==> src/core/afr_pkg.sv <==
// package: constants and types for the fault alarm and reference select block
package afr_pkg;

    // register offsets (byte addresses)
    localparam logic [7:0] AFR_OFS_FIRST_MODE = 8'h00;
    localparam logic [7:0] AFR_OFS_REF_SEL    = 8'h04;
    localparam logic [7:0] AFR_OFS_REF_CTRL   = 8'h08;
    localparam logic [7:0] AFR_OFS_STATUS     = 8'h0C;
    localparam logic [7:0] AFR_OFS_IRQ_STAT   = 8'h10;
    localparam logic [7:0] AFR_OFS_IRQ_EN     = 8'h14;
    localparam logic [7:0] AFR_OFS_IRQ_CLR    = 8'h18;
    localparam logic [7:0] AFR_OFS_CONV_CTRL  = 8'h1C;

    // field positions
    localparam int AFR_POS_REF_SWAP  = 7;
    localparam int AFR_POS_POS_SEL   = 3;
    localparam int AFR_POS_NEG_SEL   = 0;
    localparam int AFR_POS_INT_EN    = 0;
    localparam int AFR_POS_DIFF_FLAG = 1;
    localparam int AFR_POS_HIGH_FLAG = 2;
    localparam int AFR_POS_LOW_FLAG  = 3;
    localparam int AFR_POS_REF_FLAG  = 4;
    localparam int AFR_POS_CONV_RUN  = 0;

    // reset values
    localparam logic [2:0] AFR_SEL_INTERNAL = 3'h0;
    localparam logic       AFR_RST_INT_EN   = 1'b1;
    localparam logic       AFR_RST_SWAP     = 1'b0;

    // modulator rate: converter clock divided by this
    localparam int AFR_MOD_DIV = 8;

    // reference source encodings
    typedef enum logic [2:0] {
        AFR_REF_INT   = 3'h0,
        AFR_REF_EXT0  = 3'h1,
        AFR_REF_EXT1  = 3'h2,
        AFR_REF_EXT2  = 3'h3,
        AFR_REF_SUPPLY = 3'h4
    } afr_ref_src_t;

    // comparator inputs from the analog monitors
    typedef struct packed {
        logic ref_low;
        logic amp_low;
        logic amp_high;
        logic diff_over;
    } afr_cmp_t;

    // reference multiplexer settings
    typedef struct packed {
        logic       swap;
        logic [2:0] pos_sel;
        logic [2:0] neg_sel;
        logic       int_en;
    } afr_ref_cfg_t;

endpackage

==> src/core/afr_core.sv <==
// file holds the fault alarm and reference select top level
//
// Notes on behaviour
// - differential overrange beyond 105 percent sets flag
// - flag reported per conversion, then cleared
// - output above supply minus 0.2V sets high
// - output below supply plus 0.2V sets low
// - high and low flags cleared each conversion
// - low reference checked continuously during conversion
// - low reference flag at status bit four
// - low reference flag cleared at conversion start
// - two independent 3-bit reference select fields
// - zero in both fields selects internal
// - bit seven of first mode reverses polarity
// - internal reference enable resets to one
// - internal reference default, independent of secondary
// - modulator strobe at clock divided by eight
//
// Added by the designer: strobed register access and the register addresses.
`timescale 1ns/10ps
module afr_core
    import afr_pkg::*;
#(
    parameter int DATA_W = 32
) (
    // clock and reset
    input  wire logic              mclk,
    input  wire logic              rst,
    // register port
    input  wire logic [7:0]        reg_addr,
    input  wire logic [DATA_W-1:0] reg_wdata,
    input  wire logic              reg_wr,
    input  wire logic              reg_rd,
    output logic [DATA_W-1:0]      reg_rdata,
    // conversion framing
    input  wire logic              conv_start,
    input  wire logic              conv_end,
    // analog comparators
    input  wire afr_cmp_t          cmp_in,
    // outputs
    output afr_ref_cfg_t           ref_cfg,
    output logic [7:0]             status_byte,
    output logic                   mod_strobe,
    output logic                   conv_active,
    output logic                   irq
);

    ////////////////////////////////////////////////////////////////////////
    // configuration registers

    logic       swap_r;
    logic [2:0] pos_sel_r;
    logic [2:0] neg_sel_r;
    logic       int_en_r;
    logic [3:0] irq_en_r;
    logic       run_r;
    logic       wr_mode;
    logic       wr_ref_sel;
    logic       wr_ref_ctrl;
    logic       wr_irq_en;
    logic       wr_irq_clr;
    logic       wr_run;

    // one address compare per register, shared by every update path
    assign wr_mode     = reg_wr && (reg_addr == AFR_OFS_FIRST_MODE);
    assign wr_ref_sel  = reg_wr && (reg_addr == AFR_OFS_REF_SEL);
    assign wr_ref_ctrl = reg_wr && (reg_addr == AFR_OFS_REF_CTRL);
    assign wr_irq_en   = reg_wr && (reg_addr == AFR_OFS_IRQ_EN);
    assign wr_irq_clr  = reg_wr && (reg_addr == AFR_OFS_IRQ_CLR);
    assign wr_run      = reg_wr && (reg_addr == AFR_OFS_CONV_CTRL);

    always_ff @(posedge mclk) begin
        if (rst) begin
            swap_r <= AFR_RST_SWAP;
        end else if (wr_mode) begin
            swap_r <= reg_wdata[AFR_POS_REF_SWAP];
        end
    end

    always_ff @(posedge mclk) begin
        if (rst) begin
            pos_sel_r <= AFR_SEL_INTERNAL;
            neg_sel_r <= AFR_SEL_INTERNAL;
        end else if (wr_ref_sel) begin
            pos_sel_r <= reg_wdata[AFR_POS_POS_SEL +: 3];
            neg_sel_r <= reg_wdata[AFR_POS_NEG_SEL +: 3];
        end
    end

    always_ff @(posedge mclk) begin
        if (rst) begin
            int_en_r <= AFR_RST_INT_EN;
        end else if (wr_ref_ctrl) begin
            int_en_r <= reg_wdata[AFR_POS_INT_EN];
        end
    end

    // interrupt enables share the status layout
    always_ff @(posedge mclk) begin
        if (rst) begin
            irq_en_r <= 4'h0;
        end else if (wr_irq_en) begin
            irq_en_r <= reg_wdata[AFR_POS_DIFF_FLAG +: 4];
        end
    end

    // software run bit also drives conv_active; the alarm window follows conv_start and conv_end only
    always_ff @(posedge mclk) begin
        if (rst) begin
            run_r <= 1'b0;
        end else if (wr_run) begin
            run_r <= reg_wdata[AFR_POS_CONV_RUN];
        end
    end

    ////////////////////////////////////////////////////////////////////////
    // reference multiplexer output

    // registered so the switches never see a decode glitch
    // zero in both selects internal
    always_ff @(posedge mclk) begin
        if (rst) begin
            ref_cfg <= '{swap: AFR_RST_SWAP, pos_sel: AFR_SEL_INTERNAL,
                         neg_sel: AFR_SEL_INTERNAL, int_en: AFR_RST_INT_EN};
        end else begin
            ref_cfg.swap    <= swap_r;
            ref_cfg.pos_sel <= pos_sel_r;
            ref_cfg.neg_sel <= neg_sel_r;
            ref_cfg.int_en  <= int_en_r;
        end
    end

    ////////////////////////////////////////////////////////////////////////
    // conversion window

    typedef enum logic {
        WIN_IDLE,
        WIN_OPEN
    } afr_win_t;

    afr_win_t win_r;
    afr_win_t win_nxt;
    logic     win_open;
    logic     start_p;
    logic     end_p;

    assign win_open = (win_r == WIN_OPEN);
    assign start_p  = conv_start;
    // an end with no open window is noise and reports nothing
    assign end_p    = conv_end & win_open;

    // comparators only count while a conversion runs
    always_comb begin
        win_nxt = win_r;
        case (win_r)
            WIN_IDLE: begin
                if (start_p) begin
                    win_nxt = WIN_OPEN;
                end
            end
            WIN_OPEN: begin
                // a restart keeps the window open and reloads the latches
                if (!start_p && conv_end) begin
                    win_nxt = WIN_IDLE;
                end
            end
            default: begin
                win_nxt = WIN_IDLE;
            end
        endcase
    end

    always_ff @(posedge mclk) begin
        if (rst) begin
            win_r <= WIN_IDLE;
        end else begin
            win_r <= win_nxt;
        end
    end

    always_ff @(posedge mclk) begin
        if (rst) begin
            conv_active <= 1'b0;
        end else begin
            conv_active <= win_open | run_r;
        end
    end

    ////////////////////////////////////////////////////////////////////////
    // modulator rate

    localparam int MW = $clog2(AFR_MOD_DIV);
    localparam logic [MW-1:0] MOD_LAST = MW'(AFR_MOD_DIV - 1);
    logic [MW-1:0] mod_cnt_r;

    // free running; a conversion start does not realign the phase
    // divide clock by eight
    always_ff @(posedge mclk) begin
        if (rst) begin
            mod_cnt_r  <= '0;
            mod_strobe <= 1'b0;
        end else begin
            mod_cnt_r  <= (mod_cnt_r == MOD_LAST) ? '0 : mod_cnt_r + 1'b1;
            mod_strobe <= (mod_cnt_r == MOD_LAST);
        end
    end

    ////////////////////////////////////////////////////////////////////////
    // alarm latches

    logic [3:0] cmp_vec;
    logic [3:0] live_vec;
    logic [3:0] rep_vec;
    logic [3:0] cmp_gated;

    assign cmp_vec = {cmp_in.ref_low, cmp_in.amp_low,
                      cmp_in.amp_high, cmp_in.diff_over};
    // the start cycle counts too, so a one-cycle event there is kept
    // comparators gated to conversion
    assign cmp_gated = cmp_vec & {4{win_open | start_p}};

    for (genvar i = 0; i < 4; i++) begin : g_alarm
        afr_alarm_latch u_latch (
            .mclk        (mclk),
            .rst         (rst),
            .conv_start  (start_p),
            .conv_end    (end_p),
            .cmp         (cmp_gated[i]),
            .flag_live   (live_vec[i]),
            .flag_report (rep_vec[i])
        );
    end

    logic diff_overrange_flag;
    logic amp_high_flag;
    logic amp_low_flag;
    logic low_ref_flag;

    assign diff_overrange_flag = rep_vec[0];
    assign amp_high_flag       = rep_vec[1];
    assign amp_low_flag        = rep_vec[2];
    assign low_ref_flag        = rep_vec[3];

    // unused bits stay zero so software can mask by position
    // low reference at bit four
    always_ff @(posedge mclk) begin
        if (rst) begin
            status_byte <= 8'h00;
        end else begin
            status_byte <= 8'h00;
            status_byte[AFR_POS_DIFF_FLAG] <= diff_overrange_flag;
            status_byte[AFR_POS_HIGH_FLAG] <= amp_high_flag;
            status_byte[AFR_POS_LOW_FLAG]  <= amp_low_flag;
            status_byte[AFR_POS_REF_FLAG]  <= low_ref_flag;
        end
    end

    ////////////////////////////////////////////////////////////////////////
    // interrupts: sticky on report, set wins over clear

    logic [3:0] irq_stat_r;
    logic [3:0] irq_stat_nxt;
    logic [3:0] irq_set;
    logic [3:0] irq_clr;

    assign irq_set = end_p ? (live_vec | cmp_gated) : 4'h0;
    assign irq_clr = wr_irq_clr ? reg_wdata[AFR_POS_DIFF_FLAG +: 4] : 4'h0;
    // set is or-ed in last so an event in the clear cycle is kept
    assign irq_stat_nxt = (irq_stat_r & ~irq_clr) | irq_set;

    always_ff @(posedge mclk) begin
        if (rst) begin
            irq_stat_r <= 4'h0;
        end else begin
            irq_stat_r <= irq_stat_nxt;
        end
    end

    // built from the next state so the level tracks the sticky bits
    always_ff @(posedge mclk) begin
        if (rst) begin
            irq <= 1'b0;
        end else begin
            irq <= |(irq_stat_nxt & irq_en_r);
        end
    end

    ////////////////////////////////////////////////////////////////////////
    // read port

    logic [DATA_W-1:0] rdata_nxt;

    // unmapped and write-only offsets read as zero
    always_comb begin
        rdata_nxt = '0;
        case (reg_addr)
            AFR_OFS_FIRST_MODE: begin
                rdata_nxt[AFR_POS_REF_SWAP] = swap_r;
            end
            AFR_OFS_REF_SEL: begin
                rdata_nxt[AFR_POS_POS_SEL +: 3] = pos_sel_r;
                rdata_nxt[AFR_POS_NEG_SEL +: 3] = neg_sel_r;
            end
            AFR_OFS_REF_CTRL: begin
                rdata_nxt[AFR_POS_INT_EN] = int_en_r;
            end
            AFR_OFS_STATUS: begin
                rdata_nxt[7:0] = status_byte;
            end
            AFR_OFS_IRQ_STAT: begin
                rdata_nxt[AFR_POS_DIFF_FLAG +: 4] = irq_stat_r;
            end
            AFR_OFS_IRQ_EN: begin
                rdata_nxt[AFR_POS_DIFF_FLAG +: 4] = irq_en_r;
            end
            AFR_OFS_CONV_CTRL: begin
                rdata_nxt[AFR_POS_CONV_RUN] = run_r;
            end
            default: begin
                rdata_nxt = '0;
            end
        endcase
    end

    // data stands for one cycle only, zero otherwise
    always_ff @(posedge mclk) begin
        if (rst) begin
            reg_rdata <= '0;
        end else if (reg_rd) begin
            reg_rdata <= rdata_nxt;
        end else begin
            reg_rdata <= '0;
        end
    end

endmodule // afr_core

==> src/core/afr_alarm_latch.sv <==
// file holds one per-conversion sticky alarm latch
`timescale 1ns/10ps
module afr_alarm_latch
    import afr_pkg::*;
(
    // clock and reset
    input  wire logic mclk,
    input  wire logic rst,
    // control
    input  wire logic conv_start,
    input  wire logic conv_end,
    input  wire logic cmp,
    // results
    output logic      flag_live,
    output logic      flag_report
);

    logic live_r;
    logic report_r;

    always_ff @(posedge mclk) begin
        if (rst) begin
            live_r <= 1'b0;
        end else if (conv_start) begin
            live_r <= cmp;
        end else if (cmp) begin
            live_r <= 1'b1;
        end
    end

    always_ff @(posedge mclk) begin
        if (rst) begin
            report_r <= 1'b0;
        end else if (conv_end) begin
            report_r <= live_r | cmp;
        end
    end

    assign flag_live   = live_r;
    assign flag_report = report_r;

endmodule // afr_alarm_latch

==> config.mk <==
export PLATFORM = sky130hd
export DESIGN_NAME = afr_core
export DESIGN_NICKNAME = d
export VERILOG_FILES = /design/src/core/afr_pkg.sv /design/src/core/afr_core.sv /design/src/core/afr_alarm_latch.sv
export SDC_FILE = /design/constraint.sdc
export NUM_CORES = 1
export LEC_CHECK = 0
export BUFFER_PORTS_ARGS = -buffer_cell sky130_fd_sc_hd__buf_2
export CORE_AREA = 3 3 74 76
export CTS_CLUSTER_SIZE = 30
export DETAILED_ROUTE_END_ITERATION = 12
export DIE_AREA = 0 0 77 79
export PLACE_DENSITY = 0.74
export SLEW_MARGIN = 20
export SYNTH_ARGS = -nofsm -noshare
export SYNTH_HDL_FRONTEND = slang
export SYNTH_SLANG_ARGS = --single-unit
==> constraint.sdc <==
create_clock -name mclk -period 1.6 [get_ports mclk]
set_input_delay 0.08 -clock mclk [delete_from_list [all_inputs] [get_ports mclk]]
set_output_delay 0.08 -clock mclk [all_outputs]
set_load 0.02 [all_outputs]
==> summary.txt <==
TIMING
-------------------------------------------------------------------------------------------
RSZ-0062 raised after global routing                                                     no
Share of the clock period used by the worst path after layout                        0.8398
Sum of negative setup slack                                                            0 ns
Setup-violating endpoint count in the final report                                        0
Final Hold Fails                                                                          0
Min Clock Period, post-route                                                       1.344 ns
Setup Skew                                                                      0.005931 ns
Max Freq                                                                         0.7442 GHz
Worst-Margin Slew                                                                 0.5348 ns
Relative max-transition margin                                                       0.6422
Total count of max-transition violations in the final report                              0

PLACE
-------------------------------------------------------------------------------------------
Buffers added on ports                                                                   46
HPWL reported at the end of detailed placement                                     3.357 mm
Total cell area at the placement stage                                           2444 sq um
Placer Congestion                                                                    0.8241

LOGIC SYNTHESIS
-------------------------------------------------------------------------------------------
Xor and xnor fraction of the mapped netlist area                                          0
Yosys reg bits                                                                           51
Adder and majority gate portion of the synthesized area                             0.01126
Largest family of logic cells by synthesized area                              simple AND/OR/NAND/NOR gates
Area leader, netlist                                                                dfxtp_1
Sequential cell area fraction in the yosys report                                    0.4595
Post-synth ARST share                                                                     0
Yosys warnings                                                                            0
Main area contributors after synthesis                                         dfxtp_1 46%, buf_4 9.8%, nor2_1 5.4%
Multiplexer fraction of the synthesized cell area                                   0.02703
Leading register cell type out of synthesis                                         dfxtp_1
Count of flip-flops with a built-in enable after synthesis                                0
Synth top area share                                                                 0.4595
Post-synthesis instance area                                                     2222 sq um
Leading post-synthesis cells by instance count                                 51 x dfxtp_1, 32 x nor2_1, 29 x buf_4, 18 x a21oi_1
Leading cell type by number of instances after synthesis                            dfxtp_1
Area fraction in compound gates after synthesis                                      0.1284
Mean cell area of the mapped netlist                                            8.818 sq um
Area fraction in and, or, nand and nor cells after synthesis                         0.2461
Gate Count Post-Synth                                                                   252
Post-synth cell types                                                                    33

POWER
-------------------------------------------------------------------------------------------
Power share of the combinational group                                                0.104
Internal power component                                                         0.001883 W
Clk network pwr share                                                                 0.368
PwrDens                                                                        972.3 nW/um^2
Switching share of power                                                             0.2438
Relative contribution of sequential cells to total power                              0.528
Net switching power of the design                                               0.0006072 W
Worst voltage drop across the vdd grid                                            0.3871 mV
Cell leakage power                                                                 1.127 nW

FLOORPLANNING
-------------------------------------------------------------------------------------------
Die Width                                                                             77 um
Placement row count                                                                      25
Die boundary height                                                                   79 um
I/O pins                                                                                101
DIE AREA                                                                         6083 sq um
Floorplan Core Area                                                              4786 sq um
Effective utilization at floorplan                                                   0.4643

CLOCKING
-------------------------------------------------------------------------------------------
Clock tree root buffer cell                                                        clkbuf_8
Clock buffers created by TritonCTS                                                        5
Clock slew seen by the registers of the worst setup and hold paths                  0.09 ns
Post_cts resized                                                                          0
CTS tree                                                                                yes
Latest clock arrival within the worst-skew pair                                     0.31 ns
Count of clock tree sinks                                                                51
Number of levels the H-tree was split into                                                2
Buffer levels on the longest clock path                                                   2
Setup Fix Bufs, Post-CTS                                                                  0
Count of hold-fix buffers inserted at cts                                                 0

GLOBAL ROUTING
-------------------------------------------------------------------------------------------
Largest net degree at the start of global routing                                        43
Initial antenna violation count                                                           0
Wire length of the first global-routing pass                                       7.583 mm
Via count of the first global-routing pass                                            1,674
Global router's overall resource usage                                               0.1540
GRT Residual Overflow                                                                     0

HOLD PATH
-------------------------------------------------------------------------------------------
Min-Delay Startpoint                                                           reg_wdata[7]
Hold worst-path end                                                                  swap_r
Class of the worst hold path                                                   input pin to flip-flop
Count of cells along the worst hold path                                                  3

LAYOUT
-------------------------------------------------------------------------------------------
Layout net count                                                                        353
Post-Route Utilization                                                               0.5352
Share of layout cells above drive strength 1                                         0.2252
Synth-to-Final Area Change                                                           15.26%
Count of antenna diodes in the layout                                                     0
Total non-filler cell area in the finished layout                                2561 sq um

DRT
-------------------------------------------------------------------------------------------
Sum of routed wire length over all layers                                          4.560 mm
Number of design-rule violations left by the first detailed-router iteration            149
Residual DRC                                                                              0
Total via count in the routed design                                                  1,789
Average wire per cell in the routed design                                         12.36 um
First-pass DRT Iterations                                                                 4
Via-per-instance ratio                                                                4.848
Antenna-violating nets left                                                               0

RUN STATUS
-------------------------------------------------------------------------------------------
Result of the run                                                              complete, no violations

CRITICAL PATH
-------------------------------------------------------------------------------------------
CP Max Fanout                                                                            10
Crit start category                                                               input pin
R2R Path End                                                                            irq
Flop2flop setup slack                                                               0.42 ns
Source of the worst register-to-register timing path                               win_open
Arrival time of data at the critical path endpoint                                  1.59 ns
Worst R2R Path Depth                                                                      4
Data required, critical path                                                        1.84 ns
Critical Path End Type                                                            flip-flop
Start-to-end type of the worst setup path                                      input pin to flip-flop

JOB
-------------------------------------------------------------------------------------------
Maximum capacitance violations                                                            0

## worst max path at each step
stage	endpoint	slack, ns	depth (start not counted)	startpoint
5_1_grt	pos_sel_r[2]	0.14	7	reg_addr[1]
3_5_place_dp	pos_sel_r[2]	-0.04	7	reg_addr[1]
3_3_place_gp	pos_sel_r[1]	-0.05	7	reg_addr[1]
6_report	pos_sel_r[1]	0.26	7	reg_addr[1]
2_1_floorplan	run_r	0.15	5	reg_addr[1]
4_1_cts	pos_sel_r[1]	0.26	7	reg_addr[1]
## placed cells by master, fill, tap and decap left out, drive strengths merged, types with 4 or more instances in the layout
cell type	Yosys	final
nor4	5	5
nor2	32	32
a21oi	18	18
nand4b	4	4
conb	1	29
o211ai	5	5
nand4	6	6
clkbuf	10	6
o21ai	5	5
nor2b	14	14
nand2	13	13
a31oi	6	6
nand3	14	14
inv	4	4
dfxtp	51	51
mux2i	6	6
buf	31	55
nand2b	6	6
o31a	4	4
## layer usage
layer	wire [um]	up-vias	GRT usage
met1	1988	805	0.1773
met2	2145	68	0.2744
met3	363	6	0.04082
met5	0	-	0
met4	63	0	0.05694
li1	-	910	-
## final cells by class
cell class | count | area [sq um]
clock buffers | 6 | 82.58
clock inverters | 2 | 35.03
fillers | 462 | 2225
inverters | 4 | 15.01
multi-input cells | 184 | 1026
flip-flops and latches | 51 | 1021
well taps | 67 | 83.83
repair buffers | 55 | 297.8
## per-stage QoR
step	setup slack, ns	std cells	power (W)	hold WS [ns]
after floorplan	0.1456	280	0.001573	0.1974
after global placement	-0.04869	361	0.001598	0.3267
after detailed placement	-0.04237	361	0.001602	0.3348
after CTS	0.2623	369	0.002512	0.01203
after global routing	0.1420	369	0.002593	0.04844
final	0.2562	369	0.002490	0.01281
## sequential cells by signal, indices dropped and copies added (netlist names)
signal                       cells
int_en_r                         1
mod_strobe                       1
neg_sel_r                        3
status_byte                      4
conv_active                      1
win_open                         1
swap_r                           1
mod_cnt_r                        3
pos_sel_r                        3
g_alarm.u_latch.flag_report      4
run_r                            1
ref_cfg                          8
irq                              1
irq_stat_r                       4
g_alarm.u_latch.flag_live        4
reg_rdata                        7
irq_en_r                         4
## worst max-delay path, stage by stage
cell and delay [ns]:
buf_2 0.10, or4_1 0.51, buf_4 0.20, nor3_4 0.32, buf_4 0.18, nand3_1 0.07
a21oi_1 0.12
## power by group through the flow
stage,Sequential (W),Combinational [W],Clock (W)
6_report,0.00132,0.000259,0.000916
3_5_place_dp,0.00135,0.000256,0
4_1_cts,0.00132,0.000258,0.000938
5_1_grt,0.00132,0.000289,0.000984
2_1_floorplan,0.00135,0.000222,0
3_3_place_gp,0.00134,0.000253,0
## logic make-up (layout without fill, tap and decap cells)
| logic type | count (synthesis) | after routing |
|---|---|---|
| fa+ha+maj | 2 | 2 |
| buf+inv | 45 | 67 |
| compound gates | 44 | 44 |
| mux | 6 | 6 |
| simple gates | 103 | 103 |
| other cells | 1 | 29 |
| flops | 51 | 51 |
Note: power is estimated with default switching activity, not from simulation.
